===== src/hdl/imp_pkg.sv =====
// package for the interrupt mask and priority controller
package imp_pkg;

	// apb register byte offsets
	localparam logic [7:0] OFS_SYSCTL = 8'h00;
	localparam logic [7:0] OFS_LEVEL  = 8'h04;
	localparam logic [7:0] OFS_ENABLE = 8'h08;
	localparam logic [7:0] OFS_STATUS = 8'h0C;
	localparam logic [7:0] OFS_MASK   = 8'h10;
	localparam logic [7:0] OFS_VECTOR = 8'h14;

	// field widths and reset values
	localparam int         NUM_REQ    = 12;
	localparam int         NUM_EVT    = 14;
	localparam int         NUM_STAT   = 3;
	localparam logic [1:0] MODE_RST   = 2'h0;
	localparam logic [1:0] MODE_ONE   = 2'h1;
	localparam logic [3:0] LEVEL_RST  = 4'h0;
	localparam logic [13:0] ENABLE_RST = 14'h0000;
	localparam logic [2:0] MASK_RST   = 3'h0;

	// status bit positions
	localparam int ST_ACCEPT = 0;
	localparam int ST_NMI    = 1;
	localparam int ST_ABRK   = 2;

	// priority level register bit positions
	localparam logic [1:0] LB_C1 = 2'h0;
	localparam logic [1:0] LB_B0 = 2'h1;
	localparam logic [1:0] LB_C3 = 2'h2;
	localparam logic [1:0] LB_C4 = 2'h3;

	// vectors of the always-accepted sources (arbitrary defaults)
	localparam logic [6:0] VEC_NMI  = 7'h07;
	localparam logic [6:0] VEC_ABRK = 7'h1B;

	// vector per request line, index 0 is highest default priority
	localparam logic [NUM_REQ-1:0][6:0] VEC_TAB = {
		7'h6F, 7'h6E, 7'h6D, 7'h6C, 7'h6B, 7'h6A,
		7'h64, 7'h63, 7'h61, 7'h60, 7'h5F, 7'h5C};

	// level bit that controls each request line
	localparam logic [NUM_REQ-1:0][1:0] LVL_SEL = {
		LB_C1, LB_C1, LB_C1, LB_C1, LB_C1, LB_C1,
		LB_B0, LB_B0, LB_B0, LB_B0, LB_C3, LB_C4};

	// peripheral event group, first field is the msb
	typedef struct packed {
		logic host_in3_full_irq;
		logic host_in2_full_irq;
		logic host_in1_full_irq;
		logic host_xfer_error_irq;
		logic host_in4_full_irq;
		logic host_out_empty_irq;
		logic kbd_b_first_edge_irq;
		logic kbd_b_tx_done_irq;
		logic kbd_a_first_edge_irq;
		logic kbd_a_tx_done_irq;
		logic kbd_b_rx_done_irq;
		logic kbd_a_rx_done_irq;
		logic i2c2_byte_done_irq;
		logic i2c0_byte_done_irq;
	} imp_src_t;

	// request presented to the cpu core
	typedef struct packed {
		logic        req;
		logic [6:0]  vec;
		logic [23:0] vaddr;
	} imp_cpu_t;

	// cpu condition register mask bits
	typedef struct packed {
		logic global_mask;
		logic user_mask_bit;
	} imp_ccr_t;

endpackage


===== src/hdl/imp_ctrl.sv =====
// interrupt mask and priority controller with apb registers
//
// Summary of operation
// RL1: two control modes chosen by a two-bit mode field, 00 and 01.
// RL2: nmi and address break always accepted except during reset.
// RL3: mode 0 masks with the global bit only; user bit ignored.
// RL4: mode 1 masks in three levels from global, user and level bits.
// RL5: mode 1, global 1, user 0: nmi, break and level-1 accepted.
// RL6: mode 1, both mask bits 1: only nmi and break accepted.
// RL7: global mask 0: all enabled requests taken, level 1 first.
// RL8: each source level comes from its priority level register bit.
// RL9: ties at one level resolved by fixed order; winner gets a vector.
// RL10: losing requests stay pending for later arbitration.
// RL11: i2c channel 0 to vector 92, channel 2 to vector 95.
// RL12: keyboard receive a and b to vectors 96, 97, one level bit.
// RL13: keyboard transmit or first edge: vector 99 for a, 100 for b.
// RL14: host port vectors 106 to 111 in fixed priority order.
// RL15: reserved vectors are never generated.
// RL16: an event requests only while its enable bit is 1.
// RL17: cpu sets global mask on accepting in mode 0.
// RL18: cpu sets global and user mask on accepting in mode 1.
// RL19: vector address is four times the vector; modes 10, 11 act as 0.
`timescale 1ns/10ps
module imp_ctrl
	import imp_pkg::*;
(
	// clock and reset
	input  wire logic                clk_in,
	input  wire logic                rstn_in,
	// apb slave
	input  wire logic                psel_in,
	input  wire logic                penable_in,
	input  wire logic                pwrite_in,
	input  wire logic [7:0]          paddr_in,
	input  wire logic [31:0]         pwdata_in,
	output logic [31:0]              prdata_out,
	output logic                     pready_out,
	output logic                     pslverr_out,
	// interrupt sources
	input  wire imp_pkg::imp_src_t   src_in,
	input  wire logic                nmi_in,
	input  wire logic                abrk_in,
	// cpu side
	input  wire imp_pkg::imp_ccr_t   ccr_in,
	output imp_pkg::imp_cpu_t        cpu_out,
	// masked status interrupt
	output logic                     irq_out
);

	// registers
	logic [1:0]          system_control_reg;
	logic [3:0]          priority_level_reg;
	logic [NUM_EVT-1:0]  enable_reg;
	logic [NUM_STAT-1:0] status_reg;
	logic [NUM_STAT-1:0] status_next;
	logic [NUM_STAT-1:0] mask_reg;
	logic [31:0]         rdata_reg;
	logic [31:0]         rdata_next;
	logic [NUM_STAT-1:0] rd_clr_reg;
	logic [NUM_STAT-1:0] rd_clr_next;
	imp_cpu_t            cpu_reg;
	imp_cpu_t            cpu_next;
	logic                nmi_d_reg;
	logic                abrk_d_reg;

	// lowest set index, i.e. highest default priority
	function automatic logic [3:0] first_idx(input logic [NUM_REQ-1:0] v);
		logic [3:0] r;
		r = 4'h0;
		for (int i = NUM_REQ - 1; i >= 0; i--) begin
			if (v[i]) begin
				r = 4'(i);
			end
		end
		return r;
	endfunction

	// apb decode
	wire logic setup  = psel_in & ~penable_in;
	wire logic access = psel_in & penable_in;
	wire logic wr     = access & pwrite_in;
	wire logic hit_sysctl = paddr_in == OFS_SYSCTL;
	wire logic hit_level  = paddr_in == OFS_LEVEL;
	wire logic hit_enable = paddr_in == OFS_ENABLE;
	wire logic hit_status = paddr_in == OFS_STATUS;
	wire logic hit_mask   = paddr_in == OFS_MASK;
	wire logic hit_vector = paddr_in == OFS_VECTOR;
	wire logic mapped = hit_sysctl | hit_level | hit_enable |
		hit_status | hit_mask | hit_vector;

	// zero wait states; unmapped addresses answer with an error
	assign pready_out  = 1'b1;
	assign pslverr_out = access & ~mapped;
	assign prdata_out  = rdata_reg;

	// read data is latched in setup so the access edge sees stable data
	assign rdata_next =
		!setup     ? rdata_reg :
		hit_sysctl ? {30'h0, system_control_reg} :
		hit_level  ? {28'h0, priority_level_reg} :
		hit_enable ? {18'h0, enable_reg} :
		hit_status ? {29'h0, status_reg} :
		hit_mask   ? {29'h0, mask_reg} :
		hit_vector ? {24'h0, cpu_reg.req, cpu_reg.vec} :
		32'h0;
	assign rd_clr_next = (setup & hit_status & ~pwrite_in) ? status_reg :
		(setup ? {NUM_STAT{1'b0}} : rd_clr_reg);

	// mode decode; reserved codes fall back to mode 0
	wire logic irq_mode_sel_hi = system_control_reg[1];
	wire logic irq_mode_sel_lo = system_control_reg[0];
	wire logic mode_one = {irq_mode_sel_hi, irq_mode_sel_lo} == MODE_ONE; // see RL1, RL19

	// only enabled events make requests
	wire imp_src_t gated = src_in & imp_src_t'(enable_reg); // see RL16

	// request lines in default priority order
	wire logic [NUM_REQ-1:0] req = {
		gated.host_in3_full_irq,
		gated.host_in2_full_irq,
		gated.host_in1_full_irq,
		gated.host_xfer_error_irq,
		gated.host_in4_full_irq,
		gated.host_out_empty_irq,                              // see RL14
		gated.kbd_b_tx_done_irq | gated.kbd_b_first_edge_irq,
		gated.kbd_a_tx_done_irq | gated.kbd_a_first_edge_irq,  // see RL13
		gated.kbd_b_rx_done_irq,
		gated.kbd_a_rx_done_irq,                               // see RL12
		gated.i2c2_byte_done_irq,
		gated.i2c0_byte_done_irq};                             // see RL11

	// control level of each line from its level bit
	logic [NUM_REQ-1:0] level_one;
	always_comb begin
		for (int i = 0; i < NUM_REQ; i++) begin
			level_one[i] = priority_level_reg[LVL_SEL[i]]; // see RL8
		end
	end

	// mask gates: mode 0 ignores the user bit
	wire logic allow_one = mode_one ?
		~(ccr_in.global_mask & ccr_in.user_mask_bit) : // see RL4, RL5, RL6
		~ccr_in.global_mask;                           // see RL3
	wire logic allow_zero = ~ccr_in.global_mask;       // see RL7

	wire logic [NUM_REQ-1:0] cand_one  = req & level_one & {NUM_REQ{allow_one}};
	wire logic [NUM_REQ-1:0] cand_zero = req & ~level_one & {NUM_REQ{allow_zero}};
	wire logic [3:0] win_one  = first_idx(cand_one);  // see RL9
	wire logic [3:0] win_zero = first_idx(cand_zero); // see RL9

	// order: nmi, level 1, address break, level 0; losers stay requesting
	always_comb begin
		cpu_next = '0;
		if (nmi_in) begin
			cpu_next.req = 1'b1;
			cpu_next.vec = VEC_NMI; // see RL2
		end else if (|cand_one) begin
			cpu_next.req = 1'b1;
			cpu_next.vec = VEC_TAB[win_one]; // see RL7, RL10, RL15
		end else if (abrk_in) begin
			cpu_next.req = 1'b1;
			cpu_next.vec = VEC_ABRK; // see RL2
		end else if (|cand_zero) begin
			cpu_next.req = 1'b1;
			cpu_next.vec = VEC_TAB[win_zero]; // see RL10, RL15
		end
		cpu_next.vaddr = {15'h0, cpu_next.vec, 2'h0}; // see RL19
	end
	assign cpu_out = cpu_reg;

	// sticky events; a new event wins over a read clear
	wire logic [NUM_STAT-1:0] evt;
	assign evt[ST_ACCEPT] = cpu_next.req & ~cpu_reg.req;
	assign evt[ST_NMI]    = nmi_in & ~nmi_d_reg;
	assign evt[ST_ABRK]   = abrk_in & ~abrk_d_reg;
	wire logic rd_status = access & ~pwrite_in & hit_status;
	assign status_next = (status_reg & ~(rd_status ? rd_clr_reg : {NUM_STAT{1'b0}})) | evt;
	assign irq_out = |(status_reg & mask_reg);

	// register writes take effect at the access edge
	always_ff @(posedge clk_in or negedge rstn_in) begin
		if (!rstn_in) begin
			system_control_reg <= MODE_RST;
			priority_level_reg <= LEVEL_RST;
			enable_reg         <= ENABLE_RST;
			mask_reg           <= MASK_RST;
		end else if (wr) begin
			if (hit_sysctl) begin
				system_control_reg <= pwdata_in[1:0];
			end
			if (hit_level) begin
				priority_level_reg <= pwdata_in[3:0];
			end
			if (hit_enable) begin
				enable_reg <= pwdata_in[NUM_EVT-1:0];
			end
			if (hit_mask) begin
				mask_reg <= pwdata_in[NUM_STAT-1:0];
			end
		end
	end

	// state and outputs; reset leaves no request toward the cpu
	always_ff @(posedge clk_in or negedge rstn_in) begin
		if (!rstn_in) begin
			status_reg <= '0;
			rdata_reg  <= '0;
			rd_clr_reg <= '0;
			cpu_reg    <= '0;
			nmi_d_reg  <= 1'b0;
			abrk_d_reg <= 1'b0;
		end else begin
			status_reg <= status_next;
			rdata_reg  <= rdata_next;
			rd_clr_reg <= rd_clr_next;
			cpu_reg    <= cpu_next; // see RL2
			nmi_d_reg  <= nmi_in;
			abrk_d_reg <= abrk_in;
		end
	end

endmodule


===== config.mk =====
export PLATFORM = sky130hd
export DESIGN_NAME = imp_ctrl
export DESIGN_NICKNAME = d
export VERILOG_FILES = /design/src/hdl/imp_pkg.sv /design/src/hdl/imp_ctrl.sv
export SDC_FILE = /design/constraint.sdc
export NUM_CORES = 1
export LEC_CHECK = 0
export BUFFER_PORTS_ARGS = -buffer_cell sky130_fd_sc_hd__buf_2
export CAP_MARGIN = 30
export CORE_ASPECT_RATIO = 0.75
export CORE_MARGIN = 2
export CORE_UTILIZATION = 50
export CTS_CLUSTER_DIAMETER = 150
export DETAILED_ROUTE_END_ITERATION = 6
export PLACE_DENSITY = 0.79
export SLEW_MARGIN = 10
export SYNTH_ARGS = -nofsm -noshare
export SYNTH_HDL_FRONTEND = slang
export SYNTH_SLANG_ARGS = --single-unit

===== constraint.sdc =====
create_clock -name clk_in -period 2.6 [get_ports clk_in]
set_input_delay 0.52 -clock clk_in [delete_from_list [all_inputs] [get_ports clk_in]]
set_output_delay 0.52 -clock clk_in [all_outputs]
set_load 0.05 [all_outputs]

==> impl_metrics.yaml <==
yosys:
  syn_area_sq_um: 3470
  avgSynthCellArea_sq_um: 10.3
  ys.flop_type: "dfrtp_1"
  seq_area_frac_synth_pct: 38.2
  synthTopCellsByArea: "dfrtp_1 (38%), buf_4 (9.7%), mux2_2 (7.5%)"
  yosysTopAreaCellShare_pct: 38.2
  ys_types: 69
  synth_top_cell_by_area: "dfrtp_1"
  synth-edff-count: 0
  yosysWarnings: 0
  synth-seq-cells: 53
  synthArstFlopShare_pct: 100
  synthCells: 336
sta:
  tns_ps: 0
  slew_violations: 0
  fmax_mhz: 413
  fin_worst_skew_ps: 4.35
  layout_setup_ws_ps: 177
  hold_viol_final: 0
  slew_headroom_pct: 60.0
  fin_crit_ps: 2420
  setup_viol: 0
  period_share_pct: 93.2
  tightest_slew_ps: 596
power_and_ir_drop:
  p_per_area_nw_per_um2: 465
  peakVddDrop_uv: 298
  p_leak_nw: 1.97
clock_network:
  cts_made_buffers: 5
  cts_tree: "built"
  cts_setup_buffers: 0
  cts.root.buffer_cell: "clkbuf_8"
  cts-htree-levels: 2
  clockBufferDepth: 2
  clock_latency_ps: 300
  cts.clk_slew.worst_paths_ps: 100
  cts.sinks: 53
setup_path:
  cp-start-kind: "flip-flop"
  cp_data_arrival_time_ps: 2620
  cp_max_fo: 5
  slowest_stage: "dfrtp_1"
  critical_path.cell_chain: "a22o_1, o21a_1, nor3_1, nand2_1, a21o_1, ha_1, a211oi_1, a2111oi_2, buf_4, o311ai_2"
  cp-end-kind: "flip-flop"
  cp.required_ps: 2800
  slowest_delay_ps: 420
  path_class: "reg2reg"
floorplanning:
  dieArea_sq_um: 7630
  core_sq_um: 6770
  initial_utilization_pct: 51.3
  chipWidth_microns: 100
  boundaryPins: 130
  fp-row-count: 26
  die-height_microns: 76.1
finish:
  final_cell_mix: "buf_2 (75), dfrtp_1 (53), conb_1 (36)"
  utilization_pct: 58.5
  fin_area_sq_um: 3960
  layout_commonest_cell: "buf_2"
  syn_to_final_growth_pct: 14.1
  fillers: 597
  finalNonFillerCells: 497
  drive_above_1_share_pct: 35.4
  nets: 481
  n_antenna_cell: 0
global_routing:
  busiest_layer: "met2"
  grt_pass1_vias: 2779
  grt-ovfl-total: 0
  grt_antenna_before_repair: 0
  met3_usage_pct: 4.22
  grt.total_usage_pct: 23.4
  grt_max_degree: 23
  grtUsageMet2_pct: 36.4
  use_met1_pct: 34.1
  grt_first_pass_wirelength_mm: 14.0
place:
  dp_slack_ps: -127
  portBuffers: 75
  globalplace.congestion: 0.929
  place_inst: 489
  placed_cell_area_sq_um: 3800
  hpwlAfterDp_mm: 6.85
drt:
  drtAntennaViolNets: 0
  wl_mm: 8.78
  drc_errors: 0
  drt-wirelength-per-cell_microns: 17.7
  dr.pass1.iters: 5
  drtIter0Drc: 173
  viasPerCell: 5.78
  via_count: 2873
run:
  drv_cap: 0
status:
  outcome: "finished clean"
hold_path:
  worst_hold_path_type: "in2async"
worst max-delay path: cells and delay by family, from the launching register on:
kind                       cells  cell delay (ps)
AOI/OAI and AO/OA              6             1310
DFF                            1              420
adders and majority gates      1              200
buffers and inverters          1              160
and+or+nand+nor                2              230
routing by layer:
metal | up-vias | wire [microns]
met4 | 0 | 89
met2 | 136 | 4080
met1 | 1404 | 4020
met5 | - | 0
li1 | 1323 | -
met3 | 10 | 587
metrics by stage:
| step | hold slack, ps | total power, mW |
|---|---|---|
| after CTS | 127 | 1.85 |
| after global placement | 396 | 1.19 |
| final | 121 | 1.84 |
| after detailed placement | 411 | 1.20 |
| after floorplan | 224 | 1.14 |
| after global routing | 128 | 1.91 |
final timing paths:
path | start | cells past startpoint | endpoint | slack (ps)
min | rstn_in | 1 | rd_clr_reg[0] | 120
max | enable_reg[6] | 10 | cpu_out[3] | 180
min reg2reg | nmi_d_reg | 1 | status_reg[1] | 420
min in group clk_in | nmi_d_reg | 1 | status_reg[1] | 420
max in group asynchronous | rstn_in | 2 | enable_reg[12] | 1850
max reg2reg | enable_reg[6] | 10 | cpu_out[3] | 180
synthesized netlist by cell type, types with 2 or more instances:
library cell and count:
nand4bb_1 2, mux2_4 4, inv_1 10, mux2i_1 7, buf_4 45, nor4_1 2, a21o_1 3, a22o_1 13
dfrtp_1 53, a31oi_1 3, o211ai_1 2, buf_2 5, and3_1 2, and4bb_4 2, nand3_1 10, nor2_1 13
a2111o_1 2, o22ai_1 5, o21ai_0 10, a31o_2 2, mux2_2 23, a211o_1 3, and4b_1 3, a2111oi_0 2
clkbuf_1 3, nand2_1 28, a211oi_1 2, conb_1 2, o21a_1 4, a221o_1 4, a21oi_1 10, ha_1 6
a22oi_1 5, a311oi_1 2, nand2b_1 4, and2_1 6, nor4_4 2
power by group:
group          internal [mW]  switching [mW]
logic                 0.0773           0.261
clock network          0.382           0.273
registers              0.836          0.0127
total                   1.30           0.546
final cells by class:
type / count / area [sq um] / share of cell area [%]
repair buffers: 89 / 480 / 12.1
well taps: 84 / 105 / 2.65
multi-input cells: 253 / 1880 / 47.4
inverters: 10 / 37.5 / 0.948
flip-flops and latches: 53 / 1330 / 33.5
clock buffers: 5 / 68.8 / 1.74
clock inverters: 3 / 65.1 / 1.64
cell families (layout without fill, tap and decap cells):
kind of cell,Yosys count,in the layout,share of synthesized area [%]
adders and majority gates,6,6,2.16
other,2,36,0.216
DFF,53,53,38.2
and+or+nand+nor,90,90,16.3
AOI/OAI and AO/OA,87,87,19.9
buffers and inverters,64,107,12.0
muxes,34,34,11.2
timing repair:
action	CTS	global route
setup endpoints to repair	0	2
endpoints found under the hold margin	0	0
resized for setup	0	5
hold buffers	0	0
Power figures use the tool's default switching activity.
